### src/include/nsx_pkg.sv
// package: opcodes, operand ranges, result routing and carrier types for the exec block
`default_nettype none
package nsx_pkg;
  localparam int unsigned DATA_W        = 8;
  localparam int unsigned ADDR_W        = 7;
  localparam int unsigned NIB_W         = 4;
  localparam logic [6:0]  DIR_SEL_A     = 7'h05;
  localparam logic [6:0]  DIR_SEL_B     = 7'h06;
  localparam logic [6:0]  DIR_SEL_C     = 7'h07;
  localparam logic        DEST_W        = 1'h0;
  localparam logic        DEST_F        = 1'h1;
  localparam logic [7:0]  RESET_W       = 8'h00;
  localparam logic [7:0]  RESET_DIR     = 8'hff;
  localparam logic [7:0]  ZERO_BYTE     = 8'h00;

  typedef enum logic [3:0] {
    NSX_OP_SWAP_NIBBLES   = 4'h1,
    NSX_OP_LOAD_DIRECTION = 4'h2,
    NSX_OP_XOR_LITERAL    = 4'h4,
    NSX_OP_XOR_FILE       = 4'h8
  } nsx_op_t;

  // one decoded instruction as handed over by the core
  typedef struct packed {
    logic       valid;
    nsx_op_t    op;
    logic       dest;
    logic [6:0] faddr;
    logic [7:0] literal;
    logic [7:0] fdata;
  } nsx_instr_t;

  // write-back toward the file register array
  typedef struct packed {
    logic       wr;
    logic [6:0] addr;
    logic [7:0] data;
  } nsx_fwr_t;
endpackage : nsx_pkg
`default_nettype wire

### src/core/nsx_alu.sv
// combinational result and zero-flag logic for the four instructions
`default_nettype none
module nsx_alu
  import nsx_pkg::*;
(
  // operands
  input  wire nsx_op_t    op,
  input  wire logic [7:0] w_val,
  input  wire logic [7:0] f_val,
  input  wire logic [7:0] k_val,
  // result
  output logic [7:0]      result,
  output logic            is_zero
);
  function automatic logic [7:0] nsx_swap(input logic [7:0] v);
    return {v[NIB_W-1:0], v[DATA_W-1:NIB_W]};
  endfunction : nsx_swap

  always_comb begin
    case (op)
      NSX_OP_SWAP_NIBBLES:   result = nsx_swap(f_val);
      NSX_OP_XOR_LITERAL:    result = w_val ^ k_val;
      NSX_OP_XOR_FILE:       result = w_val ^ f_val;
      NSX_OP_LOAD_DIRECTION: result = w_val;
      default:               result = w_val;
    endcase
    is_zero = (result == ZERO_BYTE);
  end
endmodule : nsx_alu
`default_nettype wire

### src/core/nsx_exec.sv
// execution stage for nibble swap, direction load and the two xor instructions
// Behaviour
// - swap_nibbles result: low nibble of f goes high, high nibble goes low.
// - swap_nibbles writes W when dest is 0, f when 1; flags untouched.
// - load_direction copies W into a direction register; operand 5..7; flags untouched.
// - operand 5 selects port A, 6 port B, 7 port C direction.
// - xor_literal: W becomes W xor 8-bit literal; only zero flag changes.
// - xor_file: W xor f to W (dest 0) or f (dest 1); zero only.
`default_nettype none
module nsx_exec
  import nsx_pkg::*;
(
  // clock and reset
  input  wire logic       sys_clk,
  input  wire logic       reset_n,
  // decoded instruction, one per instruction cycle
  input  wire nsx_instr_t instr,
  // working register and status
  output logic [7:0]      w_reg,
  output logic            zero_reg,
  // file write-back
  output nsx_fwr_t        fwr_reg,
  // port direction registers and out-of-range direction flag
  output logic [7:0]      port_a_direction,
  output logic [7:0]      port_b_direction,
  output logic [7:0]      port_c_direction,
  output logic            dir_bad_reg
);
  logic [7:0] result;
  logic       is_zero;
  logic       ex_swap;
  logic       ex_dir;
  logic       ex_xorl;
  logic       ex_xorf;
  logic       dir_ok;

  // one result path and zero test shared by all four instructions
  nsx_alu u_alu (
    .op      (instr.op),
    .w_val   (w_reg),
    .f_val   (instr.fdata),
    .k_val   (instr.literal),
    .result  (result),
    .is_zero (is_zero)
  );

  // one-hot opcode decode; valid gates every side effect
  assign ex_swap = instr.valid && (instr.op == NSX_OP_SWAP_NIBBLES);
  assign ex_dir  = instr.valid && (instr.op == NSX_OP_LOAD_DIRECTION);
  assign ex_xorl = instr.valid && (instr.op == NSX_OP_XOR_LITERAL);
  assign ex_xorf = instr.valid && (instr.op == NSX_OP_XOR_FILE);
  // operands outside 5..7 load nothing; flagged for the core
  assign dir_ok  = (instr.faddr >= DIR_SEL_A) && (instr.faddr <= DIR_SEL_C);

  // working register; xor_literal has no destination bit and
  // always lands here
  always_ff @(posedge sys_clk or negedge reset_n) begin
    if (!reset_n) begin
      w_reg <= RESET_W;
    end else if (ex_xorl) begin
      w_reg <= result;
    end else if ((ex_swap || ex_xorf) && instr.dest == DEST_W) begin
      w_reg <= result;
    end
  end

  // zero flag; swap and direction load leave it alone
  always_ff @(posedge sys_clk or negedge reset_n) begin
    if (!reset_n) begin
      zero_reg <= 1'b0;
    end else if (ex_xorl || ex_xorf) begin
      zero_reg <= is_zero;
    end
  end

  // file write-back, one-cycle strobe
  // addr and data follow every cycle and only wr qualifies them,
  // which keeps extra muxing off the write-back path
  always_ff @(posedge sys_clk or negedge reset_n) begin
    if (!reset_n) begin
      fwr_reg <= '0;
    end else begin
      fwr_reg.wr   <= (ex_swap || ex_xorf) && instr.dest == DEST_F;
      fwr_reg.addr <= instr.faddr;
      fwr_reg.data <= result;
    end
  end

  // direction registers reset to all inputs
  always_ff @(posedge sys_clk or negedge reset_n) begin
    if (!reset_n) begin
      port_a_direction <= RESET_DIR;
      port_b_direction <= RESET_DIR;
      port_c_direction <= RESET_DIR;
    end else if (ex_dir) begin
      case (instr.faddr)
        DIR_SEL_A: port_a_direction <= w_reg;
        DIR_SEL_B: port_b_direction <= w_reg;
        DIR_SEL_C: port_c_direction <= w_reg;
        // unselected operands fall through and load nothing
        default: begin
        end
      endcase
    end
  end

  // out-of-range pulse for the core; one cycle wide, and no
  // direction register moves with it
  always_ff @(posedge sys_clk or negedge reset_n) begin
    if (!reset_n) begin
      dir_bad_reg <= 1'b0;
    end else begin
      dir_bad_reg <= ex_dir && !dir_ok;
    end
  end

  // reference values built from the operands alone, so the checks below
  // do not lean on the alu they are meant to watch
  logic [7:0] swap_expect;
  logic [7:0] xorl_expect;
  logic [7:0] xorf_expect;
  logic       any_exec;

  assign swap_expect = {instr.fdata[NIB_W-1:0], instr.fdata[DATA_W-1:NIB_W]};
  assign xorl_expect = w_reg ^ instr.literal;
  assign xorf_expect = w_reg ^ instr.fdata;
  assign any_exec    = ex_swap || ex_dir || ex_xorl || ex_xorf;

  // swap_nibbles: result routing, flags untouched
  swap_result_a : assert property (@(posedge sys_clk) disable iff (!reset_n)
    ex_swap && instr.dest == DEST_W |=> w_reg == $past(swap_expect) && !fwr_reg.wr)
    else $error("swap result wrong");

  swap_file_a : assert property (@(posedge sys_clk) disable iff (!reset_n)
    ex_swap && instr.dest == DEST_F |=> fwr_reg.data == $past(swap_expect)
      && fwr_reg.addr == $past(instr.faddr))
    else $error("swap file data wrong");

  swap_flags_a : assert property (@(posedge sys_clk) disable iff (!reset_n)
    ex_swap |=> $stable(zero_reg))
    else $error("swap changed zero flag");

  swap_dest_a : assert property (@(posedge sys_clk) disable iff (!reset_n)
    ex_swap && instr.dest == DEST_F |=> fwr_reg.wr && $stable(w_reg))
    else $error("swap destination wrong");

  fwr_pulse_a : assert property (@(posedge sys_clk) disable iff (!reset_n)
    !((ex_swap || ex_xorf) && instr.dest == DEST_F) |=> !fwr_reg.wr)
    else $error("spurious file write");

  // load_direction: only the selected direction register moves
  dir_flags_a : assert property (@(posedge sys_clk) disable iff (!reset_n)
    ex_dir |=> $stable(zero_reg) && $stable(w_reg) && !fwr_reg.wr)
    else $error("direction load side effect");

  dir_range_a : assert property (@(posedge sys_clk) disable iff (!reset_n)
    ex_dir && !dir_ok |=> dir_bad_reg && $stable(port_a_direction)
      && $stable(port_b_direction) && $stable(port_c_direction))
    else $error("out of range direction load");

  dir_pulse_a : assert property (@(posedge sys_clk) disable iff (!reset_n)
    !(ex_dir && !dir_ok) |=> !dir_bad_reg)
    else $error("spurious direction flag");

  dir_port_a_a : assert property (@(posedge sys_clk) disable iff (!reset_n)
    ex_dir && instr.faddr == DIR_SEL_A |=> port_a_direction == $past(w_reg)
      && $stable(port_b_direction) && $stable(port_c_direction))
    else $error("port a direction wrong");

  dir_select_a : assert property (@(posedge sys_clk) disable iff (!reset_n)
    ex_dir && instr.faddr == DIR_SEL_B |=> port_b_direction == $past(w_reg)
      && $stable(port_a_direction) && $stable(port_c_direction))
    else $error("direction select wrong");

  dir_port_c_a : assert property (@(posedge sys_clk) disable iff (!reset_n)
    ex_dir && instr.faddr == DIR_SEL_C |=> port_c_direction == $past(w_reg)
      && $stable(port_a_direction) && $stable(port_b_direction))
    else $error("port c direction wrong");

  // xor_literal and xor_file
  // xor_literal ignores the destination bit entirely
  xorl_value_a : assert property (@(posedge sys_clk) disable iff (!reset_n)
    ex_xorl |=> w_reg == $past(xorl_expect) && !fwr_reg.wr)
    else $error("xor literal wrong");

  xorf_wreg_a : assert property (@(posedge sys_clk) disable iff (!reset_n)
    ex_xorf && instr.dest == DEST_W |=> w_reg == $past(xorf_expect) && !fwr_reg.wr)
    else $error("xor file to w wrong");

  xorf_file_a : assert property (@(posedge sys_clk) disable iff (!reset_n)
    ex_xorf && instr.dest == DEST_F |=> fwr_reg.wr && $stable(w_reg)
      && fwr_reg.data == $past(xorf_expect) && fwr_reg.addr == $past(instr.faddr))
    else $error("xor file write wrong");

  w_hold_a : assert property (@(posedge sys_clk) disable iff (!reset_n)
    !(ex_xorl || ((ex_swap || ex_xorf) && instr.dest == DEST_W)) |=> $stable(w_reg))
    else $error("w changed without a w destination");

  // zero flag follows only the two xor instructions;
  // swap and direction load must leave it alone
  zero_flag_a : assert property (@(posedge sys_clk) disable iff (!reset_n)
    ex_xorl |=> zero_reg == ($past(xorl_expect) == ZERO_BYTE))
    else $error("zero flag wrong");

  zero_file_a : assert property (@(posedge sys_clk) disable iff (!reset_n)
    ex_xorf |=> zero_reg == ($past(xorf_expect) == ZERO_BYTE))
    else $error("zero flag after xor file wrong");

  zero_hold_a : assert property (@(posedge sys_clk) disable iff (!reset_n)
    !(ex_xorl || ex_xorf) |=> $stable(zero_reg))
    else $error("zero flag moved without xor");

  // nothing but write-back addr and data moves for an idle cycle or an unknown opcode;
  // an unknown opcode must behave exactly like valid low
  idle_hold_a : assert property (@(posedge sys_clk) disable iff (!reset_n)
    !any_exec |=> $stable(w_reg) && !fwr_reg.wr && !dir_bad_reg
      && $stable(port_a_direction) && $stable(port_b_direction)
      && $stable(port_c_direction))
    else $error("idle cycle changed state");
endmodule : nsx_exec
`default_nettype wire

### config.mk
export PLATFORM = sky130hd
export DESIGN_NAME = nsx_exec
export DESIGN_NICKNAME = d
export VERILOG_FILES = /design/src/include/nsx_pkg.sv /design/src/core/nsx_alu.sv /design/src/core/nsx_exec.sv
export SDC_FILE = /design/constraint.sdc
export NUM_CORES = 1
export LEC_CHECK = 0
export ABC_CLOCK_PERIOD_IN_PS = 1300
export BUFFER_PORTS_ARGS = -buffer_cell sky130_fd_sc_hd__buf_2
export CAP_MARGIN = 30
export CORE_AREA = 5 5 75 70
export CTS_BUF_LIST = sky130_fd_sc_hd__clkbuf_4 sky130_fd_sc_hd__clkbuf_8
export DETAILED_ROUTE_END_ITERATION = 10
export DIE_AREA = 0 0 80 75
export PLACE_DENSITY = 0.81
export SLEW_MARGIN = 20
export SYNTH_ARGS = -nofsm -noshare
export SYNTH_HDL_FRONTEND = slang
export SYNTH_SLANG_ARGS = --single-unit
### constraint.sdc
create_clock -name sys_clk -period 1.3 [get_ports sys_clk]
set_input_delay 0.13 -clock sys_clk [delete_from_list [all_inputs] [get_ports sys_clk]]
set_output_delay 0.13 -clock sys_clk [all_outputs]
set_load 0.02 [all_outputs]
# Yosys cells after proc, flatten, opt, wreduce, memory -nomap -nowiden
# Cells that the tools add are included.
dict set report op_classes {
  order_cmp 2
  eq_ne 7
  mux 3
  bitwise 3
  n_reduce_logical 16
}
# op n
set op_table {}
lappend op_table {{8-bit one-hot mux with 3 select lines} 1}
lappend op_table {{7-bit by 3-bit == test with 1-bit output (second input constant)} 3}
lappend op_table {{8-bit 2-to-1 mux} 2}
lappend op_table {{8-bit bitwise XOR} 2}
lappend op_table {{1-bit logical AND} 8}
lappend op_table {{8-bit zero test} 1}
lappend op_table {{7-bit by 3-bit >= comparator with 1-bit output (second input constant)} 1}
lappend op_table {{7-bit by 3-bit <= comparator with 1-bit output (second input constant)} 1}
lappend op_table {{2-bit AND reduction} 3}
lappend op_table {{4-bit by 1-bit == test with 1-bit output (second input constant)} 1}
lappend op_table {{4-bit by 2-bit == test with 1-bit output (second input constant)} 1}
lappend op_table {{4-bit by 3-bit == test with 1-bit output (second input constant)} 1}
lappend op_table {{4-bit == test (second input constant)} 1}
lappend op_table {{1-bit logical OR} 2}
lappend op_table {{2-bit nonzero test} 1}
lappend op_table {{1-bit zero test} 1}
lappend op_table {{1-bit NOT} 1}
dict set report totals {
  regBits 50
  out_inout_bits 50
}

# Depth between registers and ports, before layout
# Gate-level depths: netlist (run 1).
dict set report logic_depth {
  depth_word 6
  mapped_depth 8
}

# Modules after synthesis
# A second synthesis (run 1) with hierarchy kept.
dict set report hier_totals {
  cells_unflattened 151
  hier_area_um2 2265.9
}
# mod n_inst cells_each area_each_um2 seq_area_each_um2
set modules_own_cells {}
lappend modules_own_cells {nsx_exec 1 107 1895.6 1281.2}
lappend modules_own_cells {nsx_alu 1 44 370.4 0.0}

# Least setup slack after synthesis (run 1)
# No wires, ideal clock.
dict set report synth_timing {
  path_kind {input to register}
  from {input instr[24] in the netlist's numbering}
  to {register zero_reg}
  arrival_time_ns 1.654
  required_time_ns 1.205
  slack_ns -0.450
  path_stages 7
  n_path_buf 1
  path_cell_list {buf_2 > nor4b_4 > a21oi_2 > a21o_1 > a221oi_1 > nand4_1 > o31ai_1}
}
dict set report synth_between {
  elab_chain_cells 3
}
# element line_no
set synth_rtl {}
lappend synth_rtl {{start, declared} nsx_exec.sv:17} ;# input wire nsx_instr_t instr,
lappend synth_rtl {{4-bit == test (tied with other cells)} {nsx_alu.sv:20, nsx_exec.sv:51}}
lappend synth_rtl {{8-bit one-hot mux with 3 select lines (tied with other cells)} nsx_alu.sv:20} ;# case (op)
lappend synth_rtl {{8-bit zero test / 1-bit logical OR (equally long branches)} {nsx_alu.sv:27, nsx_exec.sv:71}}
lappend synth_rtl {{end signal, assigned} nsx_exec.sv:72} ;# zero_reg <= is_zero;
lappend synth_rtl {{end, declared} nsx_exec.sv:20} ;# output logic zero_reg,
# Several ways; a longest one is shown, not always the timed one.
# A chain may end at the register's enable or synchronous reset.

# Worst setup path in the final report (run 1)
# Same ends and word-level chain as after synthesis.

==> run_results.csv, run 1 <==
group,metric,value,unit
run_status,status,"finished, violations left",
run_status,violations,"negative setup slack",
worst_hold_path,hold_path_startpoint,"instr[17]",
clock_network,cts_tree,"yes",
place,port_buffers,80,
route,drt_wl_total,6120,microns
cells_and_area,nNetsFinal,327,
synthesis,ys_seq_elements,50,
synthesis,synth_nets,200,
route,drc,0,
setup_path,critPathRequiredTime,1510,ps
die,start_util,0.497,
cells_and_area,multi_input_area,0.00104,sq mm
clock_network,cts.sinks,50,
synthesis,postSynthAreaPerCell,12.9,sq um
setup_path,reg2reg_depth,5,
timing,period_share,1.14,
cells_and_area,largest_register_ffs,16,
clock_network,h-tree-depth,2,
setup_path,worstSetupEndpointType,"flop",
cells_and_area,synthToLayoutAreaGrowth,56.0,%
clock_network,cts.clk_slew.worst_paths,90,ps
clock_network,numCtsBuffers,5,
setup_path,worst_path_dominant_cell_family,"simple AND/OR/NAND/NOR gates",
place,place_congestion,0.830,
cells_and_area,utilization,0.776,
power_and_ir_drop,switching_share,0.314,
timing,clock.fmax,674,MHz
setup_path,cpPeakStageDelay,280,ps
timing,hold_viol,0,
route,wire_per_inst,17.0,microns
timing,setup_slack,-184,ps
setup_path,critPathBufInv,2,
power_and_ir_drop,intPower,2880,uW
timing,period_needed,1480,ps
route,drt_iter0_drc,54,
setup_path,r2r_slack,30,ps
synthesis,ys_types,29,
setup_path,path_cells,"buf_8 -> nor4b_4 -> buf_6 -> mux2i_2 -> nor3_2 -> a221oi_2 -> nand4_1 -> o31ai_2",
die,ioPinCount,81,
grt,antenna_found_initial,0,
cells_and_area,antenna_cells,0,
power_and_ir_drop,combPwrFrac,0.304,
worst_hold_path,whs_path_depth,1,
die,fp.dieW,80,microns
clock_network,clkLatencyLatePin,300,ps
timing,rsz0062_at_grt,"true",
die,die_area,0.00600,sq mm
grt,track_usage,0.211,
place,hpwl,3960,microns
timing,worst_slew_pin_slew,307,ps
power_and_ir_drop,power_leakage,0.00169,uW
grt,grt_pass1_wl,9670,microns
power_and_ir_drop,cellPowerDensity,1240,mW/mm^2
worst_hold_path,hp-class,"in -> reg",
setup_path,crit_slowest_cell,"mux2i_2",
power_and_ir_drop,power_frac_clock,0.260,
synthesis,yosysWarnings,0,
clock_network,clockRootBuffer,"clkbuf_8",
place,place_inst,335,
route,viasPerCell,5.30,
die,fp.coreArea,0.00437,sq mm
die,rows,23,
setup_path,critPathMaxFanout,8,
timing,setup-violations-final,11,
setup_path,r2r_start,"w_reg[3]",
cells_and_area,fillCellCount,299,
setup_path,worst-setup-path-type,"in -> reg",
setup_path,r2r_end,"w_reg[3]",
timing,skew,3.79,ps
setup_path,arrival,1700,ps
synthesis,postSynthCellCount,169,
synthesis,netlist_area,0.00218,sq mm
power_and_ir_drop,seqPwrFrac,0.436,
grt,overflow,0,
cells_and_area,drive_gt1_frac,0.700,
timing,slew_headroom,0.794,
cells_and_area,final_cells,359,
setup_path,startpoint_type,"primary input",
route,drt-pass1-iter-count,4,
power_and_ir_drop,vdd_drop_max,1090,uV
worst_hold_path,worstHoldEndpoint,"fwr_reg[9]",
grt,grt_pass1_vias,2043,
die,chipHeight,75,microns
power_and_ir_drop,p_switching,1320,uW
timing,drv_slew,0,
grt,grt_max_degree,51,
cells_and_area,register_area,0.00128,sq mm
synthesis,yosysSeqAreaShare,0.589,
route,vias,1903,
run,drv_cap,0,
route,ant_nets,0,
clock_network,clockBufferDepth,2,
[power groups by stage]
stage                     Sequential (uW)  Clock (uW)  Combinational (uW)
after CTS                            1820        1120                1200
after global placement               1830           0                1040
after global routing                 1850        1190                1370
after detailed placement             1830           0                1070
final                                1830        1090                1280
after floorplan                      2060           0                 257
[worst max path at each step]
stage / startpoint / end / slack (ps) / cells past startpoint
2_1_floorplan: instr[24] / zero_reg / -450 / 7
3_3_place_gp: instr[26] / zero_reg / -570 / 8
3_5_place_dp: instr[26] / zero_reg / -600 / 8
4_1_cts: instr[24] / zero_reg / -110 / 8
5_1_grt: instr[24] / zero_reg / -300 / 8
6_report: instr[24] / zero_reg / -180 / 8
[metrics by stage]
step                hold slack [ps]  setup slack [ps]  cell area (sq um)  setup TNS (ps)  total power (uW)
floorplan                      -166              -450               2180           -9100              2320
global placement                134              -567               2870          -16830              2870
detailed placement              138              -597               2870          -17610              2900
CTS                            2.30              -113               3330            -246              4140
global route                   2.08              -302               3390           -2280              4410
finish                         21.1              -184               3390            -840              4190
[cell usage after synthesis, drive strengths merged]
| library cell | number | area [sq um] |
|---|---|---|
| dfrtp | 26 | 651 |
| dfstp | 24 | 631 |
| mux2 | 24 | 270 |
| nand2 | 14 | 52.6 |
| o21ai | 10 | 50.1 |
| inv | 9 | 33.8 |
| nor3 | 9 | 45.0 |
| a21o | 8 | 60.1 |
| a221oi | 8 | 70.1 |
| mux2i | 8 | 80.1 |
| buf | 4 | 38.8 |
| clkbuf | 3 | 11.3 |
| nand4 | 3 | 18.8 |
| nor4 | 3 | 18.8 |
| a21oi | 2 | 13.8 |
| and2 | 2 | 12.5 |
| nor2 | 2 | 10.0 |
| nor4b | 2 | 47.6 |
| and4b | 1 | 10.0 |
| nand2b | 1 | 6.26 |
| nand3 | 1 | 5.00 |
| nand3b | 1 | 7.51 |
| nor3b | 1 | 7.51 |
| o31ai | 1 | 7.51 |
| xnor2 | 1 | 8.76 |
| xor2 | 1 | 8.76 |
[cell type report]
type	count	share of cell area
Clock buffer	6	0.0225
Timing Repair Buffer	126	0.250
Tap cell	62	0.0229
Inverter	9	0.00996
Sequential cell	50	0.378
Multi-Input combinational cell	104	0.306
Clock inverter	2	0.0107
[placed cells by master, fill, tap and decap left out, drive strengths merged, types with 2 or more instances in the layout]
cell	instances
nor2	2
nand4	3
dlygate4sd3	7
clkbuf	6
a21oi	2
nor4	3
dfrtp	26
nor3	9
mux2i	8
inv	10
buf	119
and2	3
dfstp	24
o21ai	10
a221oi	8
a21o	8
mux2	24
nand2	14
nor4b	2
[layer usage]
layer / vias to the layer above / GRT usage / wire length, microns
met5: - / 0 / 0
met4: 0 / 0.0844 / 188
met3: 20 / 0.0658 / 510
met2: 86 / 0.369 / 3150
met1: 941 / 0.243 / 2260
li1: 856 / - / -
[cells by family (layout without fill, tap and decap cells)]
logic type,after synthesis,count (layout),synth area share
xor gates and xnor gates,2,2,0.00805
muxes,32,32,0.161
DFF,50,50,0.589
buffers and inverters,16,143,0.0385
and+or+nand+nor,40,41,0.111
AOI/OAI and AO/OA,29,29,0.0926
[what timing repair did]
item,in CTS,in global routing
gates resized for setup,53,10
setup endpoints to repair,33,32
buffers inserted,5,5
hold endpoints to repair,32,0
pin swaps,18,9
cloned,1,0
hold buffers,7,0
Note: power is estimated with default switching activity, not from simulation.
==> run 2: changes to the inputs <==
--- a/config.mk
+++ b/config.mk
@@ -13,4 +13,5 @@
 export DETAILED_ROUTE_END_ITERATION = 10
 export DIE_AREA = 0 0 80 75
+export HOLD_SLACK_MARGIN = 0.1
 export PLACE_DENSITY = 0.81
 export SLEW_MARGIN = 20
==> constraint.sdc (replaced) <==
create_clock -name sys_clk -period 1.3 [get_ports sys_clk]
set_input_delay 0.065 -clock sys_clk [delete_from_list [all_inputs] [get_ports sys_clk]]
set_output_delay 0.065 -clock sys_clk [all_outputs]
set_load 0.02 [all_outputs]
==> run_results.csv, run 2 (same netlist as run 1, synthesis figures left out) <==
group,metric,value,unit
run_status,status,"finished, violations left",
run_status,violations,"negative setup slack",
route,drt_wl_total,5790,microns
power_and_ir_drop,power_leakage,0.00164,uW
setup_path,crit_slowest_cell,"nor4b_4",
cells_and_area,multi_input_area,992,sq um
setup_path,worst-path-stages,8,
setup_path,startpoint_type,"primary input",
clock_network,cts.sinks,50,
grt,antenna_found_initial,0,
route,wl_met1,2430,microns
run,drv_cap,0,
clock_network,cts_tree,"yes",
grt,track_usage,0.193,
route,top_layer,"met4",
timing,worst_slew_pin_slew,347,ps
setup_path,arrival,1630,ps
clock_network,clockRootBuffer,"clkbuf_8",
cells_and_area,final_common_cell,"buf_2",
timing,rsz0062_at_grt,"true",
timing,setup_slack,-118,ps
route,drt-pass1-iter-count,4,
cells_and_area,nNetsFinal,322,
cells_and_area,synthToLayoutAreaGrowth,52.4,%
place,port_buffers,80,
die,die_area,0.00600,sq mm
route,vias,1835,
clock_network,cts.clk_slew.worst_paths,90,ps
place,hpwl,3870,microns
die,rows,23,
grt,overflow,0,
setup_path,r2r_slack,90,ps
timing,drv_slew,0,
cells_and_area,final_cell_mix,"buf_2, dfrtp_1, buf_4",
clock_network,numCtsBuffers,5,
timing,slew_headroom,0.767,
route,ant_nets,0,
route,wl_met2,2920,microns
worst_hold_path,whs_path_depth,3,
setup_path,reg2reg_depth,4,
route,drc,0,
route,wl_met3,394,microns
grt,grt_max_degree,51,
timing,skew,8.36,ps
cells_and_area,drive_gt1_frac,0.675,
clock_network,clkLatencyLatePin,300,ps
setup_path,worstSetupEndpointType,"flop",
power_and_ir_drop,p_total,4140,uW
setup_path,critPathMaxFanout,8,
place,place_congestion,0.821,
setup_path,worst_path_dominant_cell_family,"simple AND/OR/NAND/NOR gates",
die,start_util,0.497,
timing,period_needed,1420,ps
worst_hold_path,hp-class,"in -> reg",
die,ioPinCount,81,
setup_path,path_cells,"buf_8 -> nor4b_4 -> buf_6 -> mux2i_2 -> nor3_2 -> a221oi_4 -> nand4_1 -> o31ai_1",
place,place_worst_setup_slack,-763,ps
route,drt_iter0_drc,53,
clock_network,clockBufferDepth,2,
timing,hold_viol,0,
setup_path,cpPeakStageDelay,280,ps
die,fp.coreArea,0.00437,sq mm
setup_path,critPathBufInv,2,
cells_and_area,antenna_cells,0,
route,viasPerCell,5.18,
timing,period_share,1.09,
setup_path,worst-setup-path-type,"in -> reg",
cells_and_area,register_area,0.00128,sq mm
power_and_ir_drop,cellPowerDensity,1250,mW/mm^2
timing,setup-violations-final,6,
setup_path,critPathRequiredTime,1510,ps
power_and_ir_drop,vdd_drop_max,994,uV
die,chipHeight,75,microns
cells_and_area,fillCellCount,300,
timing,clock.fmax,705,MHz
die,fp.dieW,80,microns
clock_network,h-tree-depth,2,
route,wire_per_inst,16.3,microns
cells_and_area,largest_register_ffs,16,
grt,grt_pass1_wl,8850,microns
grt,grt_pass1_vias,1840,
run 2: changes by cell type in the layout (fill, tap and decap cells not counted), moves of 4 or more:
cell,delta
buf_4,-7
mux2_2,+9
mux2_4,-9
mux2i_2,-4
run 2: tightest hold or removal path: cells and delay by family:
family | cells | cell delay, ps
XOR/XNOR | 1 | 130
buffers and inverters | 1 | 120
AND/OR/NAND/NOR | 1 | 50
run 2: power breakdown:
group          internal, uW  switching (uW)
Sequential             1720             124
Clock                   596             489
Combinational           536             676
run 2: repair_timing:
item / CTS / global route
setup endpoints to repair: 33 / 30
endpoints found under the hold margin: 58 / 0
hold buffers: 9 / 0
buffers inserted: 5 / 2
gates resized for setup: 22 / 29
pin swaps: 9 / 15
run 2: final timing paths:
kind | from | endpoint
max in group asynchronous | reset_n | port_c_direction[1]
setup reg to reg | w_reg[0] | zero_reg
hold / removal | instr[27] | fwr_reg[15]
hold reg to reg | zero_reg | zero_reg
min in group asynchronous | reset_n | zero_reg
setup / recovery | instr[24] | zero_reg
run 2: routing by layer:
layer	global-route usage	up-vias
met1	0.247	907
met3	0.0478	5
met5	0	-
li1	-	857
met4	0.0507	0
met2	0.331	66
run 2: area by class of cell:
type | instances | area share
Tap cell | 62 | 0.0234
Multi-Input combinational cell | 103 | 0.299
Clock inverter | 2 | 0.0109
Inverter | 9 | 0.0102
Sequential cell | 50 | 0.386
Timing Repair Buffer | 122 | 0.247
Clock buffer | 6 | 0.0230
run 2: metrics by stage:
stage	utilization	setup TNS [ps]	hold slack, ps	area (sq um)	cells
floorplan	-	-6430	-231	2180	169
global placement	0.650	-16050	66.5	2840	332
detailed placement	0.650	-16990	66.1	2840	332
CTS	0.731	-103	108	3200	354
global route	0.758	-893	100	3320	354
finish	0.758	-236	107	3320	354
